===== src/include/sfsc_pkg.sv =====
package sfsc_pkg;

  localparam int unsigned WORD_BITS = 24;
  localparam logic [23:0] DEFAULT_WORD_XTAL = 24'hbd097f;
  localparam logic [23:0] DEFAULT_WORD_TTL  = 24'hbc897f;

  // field positions inside the configuration word
  localparam int unsigned FB_DIV_LSB    = 0;
  localparam int unsigned FB_DIV_W      = 7;
  localparam int unsigned REF_DIV_LSB   = 7;
  localparam int unsigned REF_DIV_W     = 7;
  localparam int unsigned PRESCALE_BIT  = 14;
  localparam int unsigned AUX_SEL_LSB   = 15;
  localparam int unsigned POST_SEL_LSB  = 17;
  localparam int unsigned MAIN_EN_BIT   = 19;
  localparam int unsigned AUX_EN_BIT    = 20;
  localparam int unsigned RSVD_LO_BIT   = 21;
  localparam int unsigned REF_BYPASS_BIT = 22;
  localparam int unsigned RSVD_HI_BIT   = 23;

  // controller register map (word aligned byte offsets)
  localparam logic [31:0] REG_WORD_OFS   = 32'h0000_0000;
  localparam logic [31:0] REG_CTRL_OFS   = 32'h0000_0004;
  localparam logic [31:0] REG_STATUS_OFS = 32'h0000_0008;
  localparam int unsigned CTRL_START_BIT  = 0;
  localparam int unsigned CTRL_OE_BIT     = 1;
  localparam int unsigned CTRL_ABORT_BIT  = 2;
  localparam logic [31:0] CTRL_RESET      = 32'h0000_0002;

  // serial clock half period in core cycles, and load enable setup guard time
  localparam int unsigned SCLK_HALF_NS  = 40;
  localparam int unsigned CLK_PERIOD_NS = 20;
  localparam int unsigned SCLK_HALF_CYC =
    (SCLK_HALF_NS + CLK_PERIOD_NS - 1) / CLK_PERIOD_NS;
  localparam int unsigned SETUP_NS  = 10;
  localparam int unsigned SETUP_CYC =
    (SETUP_NS + CLK_PERIOD_NS - 1) / CLK_PERIOD_NS;

  typedef enum logic [1:0] {SFSC_OUT_OFF, SFSC_OUT_VCO, SFSC_OUT_REF} sfsc_main_src_e;

endpackage : sfsc_pkg


===== src/include/sfsc_link_if.sv =====
`timescale 1ns/1ns
`default_nettype none
interface sfsc_link_if;
  logic loadEnable_n;
  logic serialClk;
  logic serialData;
  logic outputEnablePin;
  modport device (input loadEnable_n, input serialClk, input serialData,
                  input outputEnablePin);
  modport host (output loadEnable_n, output serialClk, output serialData,
                output outputEnablePin);
endinterface : sfsc_link_if
`default_nettype wire


===== src/hw/sfsc_host.sv =====
// Local design decisions: the register addresses and the AHB-Lite interface to the registers.
`timescale 1ns/1ns
`default_nettype none
module sfsc_host
  import sfsc_pkg::*;
(
  input  wire logic        core_clk,   // core clock
  input  wire logic        reset,      // synchronous reset
  sfsc_link_if.host        link,       // serial load port
  input  wire logic [31:0] haddr,      // ahb address
  input  wire logic [1:0]  htrans,     // ahb transfer type
  input  wire logic        hwrite,     // ahb write
  input  wire logic [2:0]  hsize,      // ahb size
  input  wire logic [31:0] hwdata,     // ahb write data
  input  wire logic        hsel,       // ahb select
  input  wire logic        hready,     // ahb bus ready
  output logic [31:0]      hrdata,     // ahb read data
  output logic             hreadyout,  // ahb slave ready
  output logic             hresp       // ahb response, always okay
);

  typedef enum logic [1:0] {SFSC_IDLE, SFSC_SETUP, SFSC_LOW, SFSC_HIGH} sfsc_host_state_e;

  typedef struct packed {
    sfsc_host_state_e fsm;
    logic [23:0]      word;
    logic [23:0]      shift;
    logic [4:0]       bitsLeft;
    logic [3:0]       timer;
    logic             oe;
    logic             busy;
    logic             wrPend;
    logic [31:0]      wrAddr;
    logic             rdPend;
    logic [31:0]      rdAddr;
    logic [31:0]      rdata;
    logic             ceN;
    logic             sclk;
    logic             sdata;
  } sfsc_host_s;

  sfsc_host_s state;
  sfsc_host_s next_state;
  logic       startReq;
  logic       abortReq;

  //////////////////////////////////////////////////////////////////////////////
  // register writes land in the data phase; slave never waits
  always_comb begin
    next_state = state;
    startReq   = 1'b0;
    abortReq   = 1'b0;
    next_state.wrPend = 1'b0;
    next_state.rdPend = 1'b0;
    if (state.wrPend) begin
      if (state.wrAddr == REG_WORD_OFS) begin
        next_state.word = hwdata[23:0];
      end else if (state.wrAddr == REG_CTRL_OFS) begin
        next_state.oe = hwdata[CTRL_OE_BIT];
        startReq      = hwdata[CTRL_START_BIT];
        abortReq      = hwdata[CTRL_ABORT_BIT];
      end
    end
    if (hsel && hready && htrans[1]) begin
      next_state.wrPend = hwrite;
      next_state.wrAddr = haddr;
      next_state.rdPend = !hwrite;
      next_state.rdAddr = haddr;
    end
    if (state.timer != 4'h0) begin
      next_state.timer = state.timer - 4'h1;
    end
    // serial sequencer: setup, then 24 low/high serial clock cycles
    case (state.fsm)
      SFSC_IDLE: begin
        next_state.ceN  = 1'b1;
        next_state.sclk = 1'b0;
        if (startReq) begin
          next_state.busy     = 1'b1;
          next_state.ceN      = 1'b0;
          next_state.shift    = state.word;
          next_state.bitsLeft = 5'(WORD_BITS);
          next_state.timer    = 4'(SETUP_CYC);
          next_state.fsm      = SFSC_SETUP;
        end
      end
      SFSC_SETUP: begin
        if (state.timer == 4'h0) begin
          // R2 lsb first
          next_state.sdata = state.shift[0];
          next_state.timer = 4'(SCLK_HALF_CYC);
          next_state.fsm   = SFSC_LOW;
        end
      end
      SFSC_LOW: begin
        if (state.timer == 4'h0) begin
          next_state.sclk     = 1'b1;
          next_state.shift    = {1'b0, state.shift[23:1]};
          next_state.bitsLeft = state.bitsLeft - 5'h01;
          next_state.timer    = 4'(SCLK_HALF_CYC);
          next_state.fsm      = SFSC_HIGH;
        end
      end
      SFSC_HIGH: begin
        if (state.timer == 4'h0) begin
          next_state.sclk = 1'b0;
          next_state.timer = 4'(SCLK_HALF_CYC);
          // R6 hold enable 24 cycles
          if (state.bitsLeft == 5'h00) begin
            next_state.ceN  = 1'b1;
            next_state.busy = 1'b0;
            next_state.fsm  = SFSC_IDLE;
          end else begin
            next_state.sdata = state.shift[0];
            next_state.fsm   = SFSC_LOW;
          end
        end
      end
      default: next_state.fsm = SFSC_IDLE;
    endcase
    if (abortReq) begin
      next_state.ceN  = 1'b1;
      next_state.sclk = 1'b0;
      next_state.busy = 1'b0;
      next_state.fsm  = SFSC_IDLE;
    end
    // registered at the address edge so it stands through the data phase;
    // next values keep a back to back write then read coherent
    if (next_state.rdPend) begin
      case (next_state.rdAddr)
        REG_WORD_OFS:   next_state.rdata = {8'h00, next_state.word};
        REG_CTRL_OFS:   next_state.rdata = {29'h0, 1'b0, next_state.oe, 1'b0};
        REG_STATUS_OFS: next_state.rdata = {31'h0, next_state.busy};
        default:        next_state.rdata = 32'h0000_0000;
      endcase
    end
  end

  always_ff @(posedge core_clk) begin
    if (reset) begin
      state      <= '0;
      state.fsm  <= SFSC_IDLE;
      state.ceN  <= 1'b1;
      // R13 R19 R20 reserved high, M and R in range
      state.word <= DEFAULT_WORD_XTAL;
      state.oe   <= CTRL_RESET[CTRL_OE_BIT];
    end else begin
      state <= next_state;
    end
  end

  assign hrdata    = state.rdata;
  assign hreadyout = 1'b1;
  assign hresp     = 1'b0;
  assign link.loadEnable_n    = state.ceN;
  assign link.serialClk       = state.sclk;
  assign link.serialData      = state.sdata;
  assign link.outputEnablePin = state.oe;

endmodule : sfsc_host
`default_nettype wire


===== src/flat_wrapper.sv =====
// flat-port wrapper written by rule: the top's interface ports become plain ports
module sfsc_host_flat import sfsc_pkg::*;
  (core_clk, reset, haddr, htrans, hwrite, hsize, hwdata, hsel, hready, hrdata, hreadyout, hresp, link_loadEnable_n, link_serialClk, link_serialData, link_outputEnablePin);
  sfsc_link_if link_i ();
  input  wire logic core_clk;
  input  wire logic reset;
  input  wire logic [31:0] haddr;
  input  wire logic [1:0] htrans;
  input  wire logic hwrite;
  input  wire logic [2:0] hsize;
  input  wire logic [31:0] hwdata;
  input  wire logic hsel;
  input  wire logic hready;
  output logic [31:0] hrdata;
  output logic hreadyout;
  output logic hresp;
  output wire logic [$bits(link_i.loadEnable_n)-1:0] link_loadEnable_n;
  output wire logic [$bits(link_i.serialClk)-1:0] link_serialClk;
  output wire logic [$bits(link_i.serialData)-1:0] link_serialData;
  output wire logic [$bits(link_i.outputEnablePin)-1:0] link_outputEnablePin;
  assign link_loadEnable_n = link_i.loadEnable_n;
  assign link_serialClk = link_i.serialClk;
  assign link_serialData = link_i.serialData;
  assign link_outputEnablePin = link_i.outputEnablePin;
  sfsc_host u_core (.core_clk(core_clk), .reset(reset), .link(link_i), .haddr(haddr), .htrans(htrans), .hwrite(hwrite), .hsize(hsize), .hwdata(hwdata), .hsel(hsel), .hready(hready), .hrdata(hrdata), .hreadyout(hreadyout), .hresp(hresp));
endmodule

===== config.mk =====
export PLATFORM = sky130hd
export DESIGN_NAME = sfsc_host_flat
export DESIGN_NICKNAME = d
export VERILOG_FILES = /design/src/include/sfsc_pkg.sv /design/src/include/sfsc_link_if.sv /design/src/hw/sfsc_host.sv /design/src/flat_wrapper.sv
export SDC_FILE = /design/constraint.sdc
export NUM_CORES = 1
export LEC_CHECK = 0
export BUFFER_PORTS_ARGS = -buffer_cell sky130_fd_sc_hd__buf_2
export CAP_MARGIN = 20
export CORE_MARGIN = 5
export CORE_UTILIZATION = 41
export CTS_CLUSTER_DIAMETER = 50
export DETAILED_ROUTE_END_ITERATION = 10
export SYNTH_ARGS = -nofsm -noshare
export SYNTH_HDL_FRONTEND = slang
export SYNTH_SLANG_ARGS = --single-unit

===== constraint.sdc =====
create_clock -name core_clk -period 2.8 [get_ports core_clk]
set_input_delay 0.42 -clock core_clk [delete_from_list [all_inputs] [get_ports core_clk]]
set_output_delay 0.42 -clock core_clk [all_outputs]
set_load 0.05 [all_outputs]

; ---- Word-level counts from Yosys, hierarchy flattened
; Index checks and enable logic that the tools add are counted.
[op_classes]
addsub = 2
n_eq_ne = 12
muxes = 39
bitwise = 1
n_reduce_logical = 21
[op_table]
columns = operator, n
row1 = 33-bit two-way mux, 3
row2 = 24-bit case mux with 3 select lines, 1
row3 = "32-bit by 3-bit equality test with 1-bit output, second input constant", 2
row4 = 32-bit zero test, 2
row5 = 29-bit case mux with 2 select lines, 1
row6 = 24-bit two-way mux, 2
row7 = "32-bit by 4-bit equality test with 1-bit output, second input constant", 1
row8 = 1-bit two-way mux, 18
row9 = 4-bit case mux with 3 select lines, 1
row10 = 2-bit two-way mux, 5
row11 = "2-bit by 1-bit != test with 1-bit output, second input constant", 5
row12 = 3-bit AND reduction, 3
row13 = 4-bit two-way mux, 2
row14 = 2-bit case mux with 4 select lines, 1
row15 = 4-bit AND reduction, 2
row16 = 1-bit case mux with 2 select lines, 3
row17 = 2-bit nonzero test, 3
row18 = 2-bit OR reduction, 3
row19 = 5-bit zero test, 1
row20 = "5-bit by 1-bit subtractor with 5-bit output, second input constant", 1
row21 = "2-bit equality test, second input constant", 2
row22 = 4-bit zero test, 1
row23 = 4-bit nonzero test, 1
row24 = "4-bit by 1-bit subtractor with 4-bit output, second input constant", 1
row25 = other kinds (9), 10
[word_totals]
register_bits = 161
out_inout_bits = 38
wordCells = 89

; ---- Depth between registers and ports, before layout
[logic_depth]
word_depth = 8
depth_mapped = 9
mapped_depth_nobuf = 8

; ---- Worst setup path before layout
; No wires, ideal clock.
[synth_path]
kind = reg2reg
startpoint = register u_core.state[72] (netlist name)
endpoint = register u_core.state[133] (netlist name)
arrival_ps = 2036
path_slack_ps = 690
stages_incl_launch_ff = 8
n_path_buf = 1
synth_period_minus_slack_ps = 2110
cell_sequence = dfxtp_1 > nor4_2 > nand4_2 > or4_4 > nor3b_4 > buf_6 > a221oi_2 > nor3_2
[synth_via]
elab_chain_len = 6
word_cells_on_any_way = 7
classes_between = eq/ne: 2 / mux: 3 / reduce/logical: 2
[synth_lines]
columns = item, line
row1 = start: declaration, sfsc_host.sv:42  ; sfsc_host_s state;
row2 = start signal: assignment, sfsc_host.sv:148  ; state <= next_state;
row3 = 32-bit by 3-bit equality test with 1-bit output, sfsc_host.sv:58  ; end else if (state.wrAddr == REG_CTRL_OFS) begin
row4 = 1-bit two-way mux, sfsc_host.sv:58
row5 = 1-bit two-way mux *, sfsc_host.sv:56  ; if (state.wrAddr == REG_WORD_OFS) begin
row6 = 1-bit two-way mux *, sfsc_host.sv:55  ; if (state.wrPend) begin
row7 = 2-bit by 1-bit != test with 1-bit output (no line) *, n/a
row8 = 3-bit AND reduction (no line) *, n/a
; Every way passes the cells marked *; elsewhere a longest branch is shown, timed or not.
; A chain may end at the register's enable or synchronous reset.

; ---- Worst setup path in the final report
[layout_path]
startpoint = register u_core.state[92] (netlist name)
endpoint = register u_core.state[121] (netlist name)
; Same word-level chain as after synthesis.

==> flow_summary.ini <==
[drt]
drtIter0Drc = 174
wl_per_cell_um = 14.2
routed_wl_um = 12100
viasPerCell = 5.05
dr.pass1.iters = 5
vias = 4290
antenna_left = 0
drc = 0

[finish]
register_area_um2 = 2460
diodes = 0
layout_common_cells = 123 x dfxtp_1, 100 x nand2_1, 89 x buf_2, 55 x nor2_1, 43 x a21oi_1
fin_nets = 744
multiInputGateArea_um2 = 2530
drive_above_1_share_pct = 26.6
synthToLayoutAreaGrowth_pct = 17.2
final_common_cell = dfxtp_1
finalInstanceArea_um2 = 6380
fillerInstances = 1307

[sta]
finalCriticalPeriod_ns = 2.46
max_slew_margin_pct = 35.0
fmax_mhz = 406
rsz0062_at_grt = false
final.period_utilization_pct = 87.9
setup_tns_ns = 0
tightest_slew_ns = 0.975
setup_viol_count_final = 0
slew_violations = 0
finalHoldViolations = 0
fin_skew_ns = 0.00714

[setup_path]
required_ns = 3.07
slowest_stage = o41a_1
max_stage_delay_ns = 0.55
cp-start-kind = flop
crit_chain = nor4_1 -> nand4_1 -> o41a_1 -> a21o_1 -> buf_4 -> a221oi_1 -> nor3_1
crit_fanout = 26
crit_path_end_kind = flop
arrival_ns = 2.73
path_class = reg -> reg

[clock_network]
root_buffer = clkbuf_16
clock_sinks = 123
numCtsBuffers = 17
cts_setup_buffers = 0
clockBufferDepth = 2
cts-htree-levels = 4
clk_pin_slew_ns = 0.06
clock_latency_ns = 0.41
cts_tree = yes
cts_resized = 0
holdBufCountCts = 0

[power]
power_mw = 4.98
leakage_nw = 2.54
power_density_nw_per_um2 = 780
peakVddDrop_v = 0.000452

[synthesis]
synth.top_cell.area_share_pct = 45.3
syn_inst = 608
synth_edf_count = 0
ys_types = 47
synth_area_leaders = dfxtp_1 45%, nand2_1 6.9%, buf_4 5.1%
synth_ff_type = dfxtp_1
synth_warnings = 0
yosysTopAreaCell = dfxtp_1
synth-seq-cells = 123
seq_area_frac_synth_pct = 45.3
async_flop_share_pct = 0
postSynthAreaPerCell_um2 = 8.95
syn_area_um2 = 5440

[floorplan]
coreArea_um2 = 13100
initial_core_util_pct = 41.4
rows = 42
die_h_um = 125
design.die.area_um2 = 15700
die_w_um = 125
io-pin-count = 112

[min_path]
hp-class = in -> reg

[placement]
gp_congestion = 0.822
place_area_um2 = 5820
dp_hpwl_um = 8300
portBuffers = 89

[global_route]
grt-ovfl-total = 0
antenna_found_initial = 0
grt_pass1_vias = 4332
track_usage_pct = 15.8
grt_max_degree = 54
grt_pass1_wl_um = 20400

[run]
drv_cap = 0

[run_status]
status = finished clean
final timing paths:
kind	cells past startpoint	startpoint	slack, ns	endpoint
worst max-delay path	7	u_core.state[92]$_SDFFE_PP0P_	0.34	u_core.state[121]$_SDFFE_PP0P_
worst min-delay path	3	hwdata[23]	0.25	u_core.state[159]$_SDFF_PP1_
worst max register to register	7	u_core.state[92]$_SDFFE_PP0P_	0.34	u_core.state[121]$_SDFFE_PP0P_
worst min register to register	2	u_core.hrdata[21]$_SDFFE_PP0P_	0.44	u_core.hrdata[21]$_SDFFE_PP0P_
layer usage:
metal  routed length [um]  GRT usage [%]  vias to the layer above
met3                  625           5.76                       15
met4                  172           4.78                        0
met2                 5880           26.2                       76
li1                     -              -                     2167
met5                    0              0                        -
met1                 5400           19.1                     2032
cell families after synthesis:
family,count (synthesis),share of synthesized area [%]
other,2,0.138
AO/OA/AOI/OAI,112,15.2
multiplexers,27,4.97
AND/OR/NAND/NOR,250,23.7
flip-flops,123,45.3
adder cells (fa/ha/maj),8,1.84
buffers and inverters,86,8.92
area by class of cell:
type                            count  area share [%]
Multi-Input combinational cell    407            39.7
Sequential cell                   123            38.6
Timing Repair Buffer              102            8.90
Clock buffer                       24            7.71
Tap cell                          176            3.45
Clock inverter                      7            1.02
Inverter                           11           0.647
state kept, by name, indices dropped and copies added (netlist names):
signal / cells
u_core.state: 95
u_core.hrdata: 24
u_core.link.loadEnable_n: 1
u_core.link.outputEnablePin: 1
u_core.link.serialClk: 1
u_core.link.serialData: 1
where the power goes:
part	total, mW	internal (mW)	switching, mW
logic	0.912	0.364	0.548
registers	2.02	1.91	0.108
clock network	2.04	1.30	0.739
total	4.98	3.58	1.40
cells in the mapped netlist, types with 2 or more instances:
library cell and n:
nor2_1 55, nor4_2 4, buf_2 7, a221oi_2 18
nor4_1 10, nor3_2 18, nor4b_1 2, conb_1 2
buf_4 37, a221oi_1 6, nor3_1 20, nand2b_1 21
a311oi_1 3, a21boi_0 2, nand4_1 2, dfxtp_1 123
clkbuf_1 27, o21ai_1 5, mux2i_1 27, a21o_1 2
nand3_1 5, a2bb2oi_1 2, or3_1 2, buf_6 2
ha_1 8, o21ai_0 23, inv_1 11, nand2_1 100
buf_1 2, o21bai_1 2, a21oi_1 44
metrics by stage:
step	instances	setup WS (ns)	hold slack, ns	utilization [%]
final	850	0.338	0.252	48.6
after detailed placement	819	0.349	0.438	44.3
after global placement	819	0.393	0.429	44.3
after floorplan	616	0.690	0.426	-
after global routing	850	0.172	0.254	48.6
after CTS	850	0.323	0.239	48.6
worst max-delay path: cells and delay by family (launching register included):
kind | cells | cell delay, ns
AOI/OAI and AO/OA | 3 | 1.00
and+or+nand+nor | 3 | 0.78
DFF | 1 | 0.30
buffers and inverters | 1 | 0.24
(Power assumes the default switching activity.)
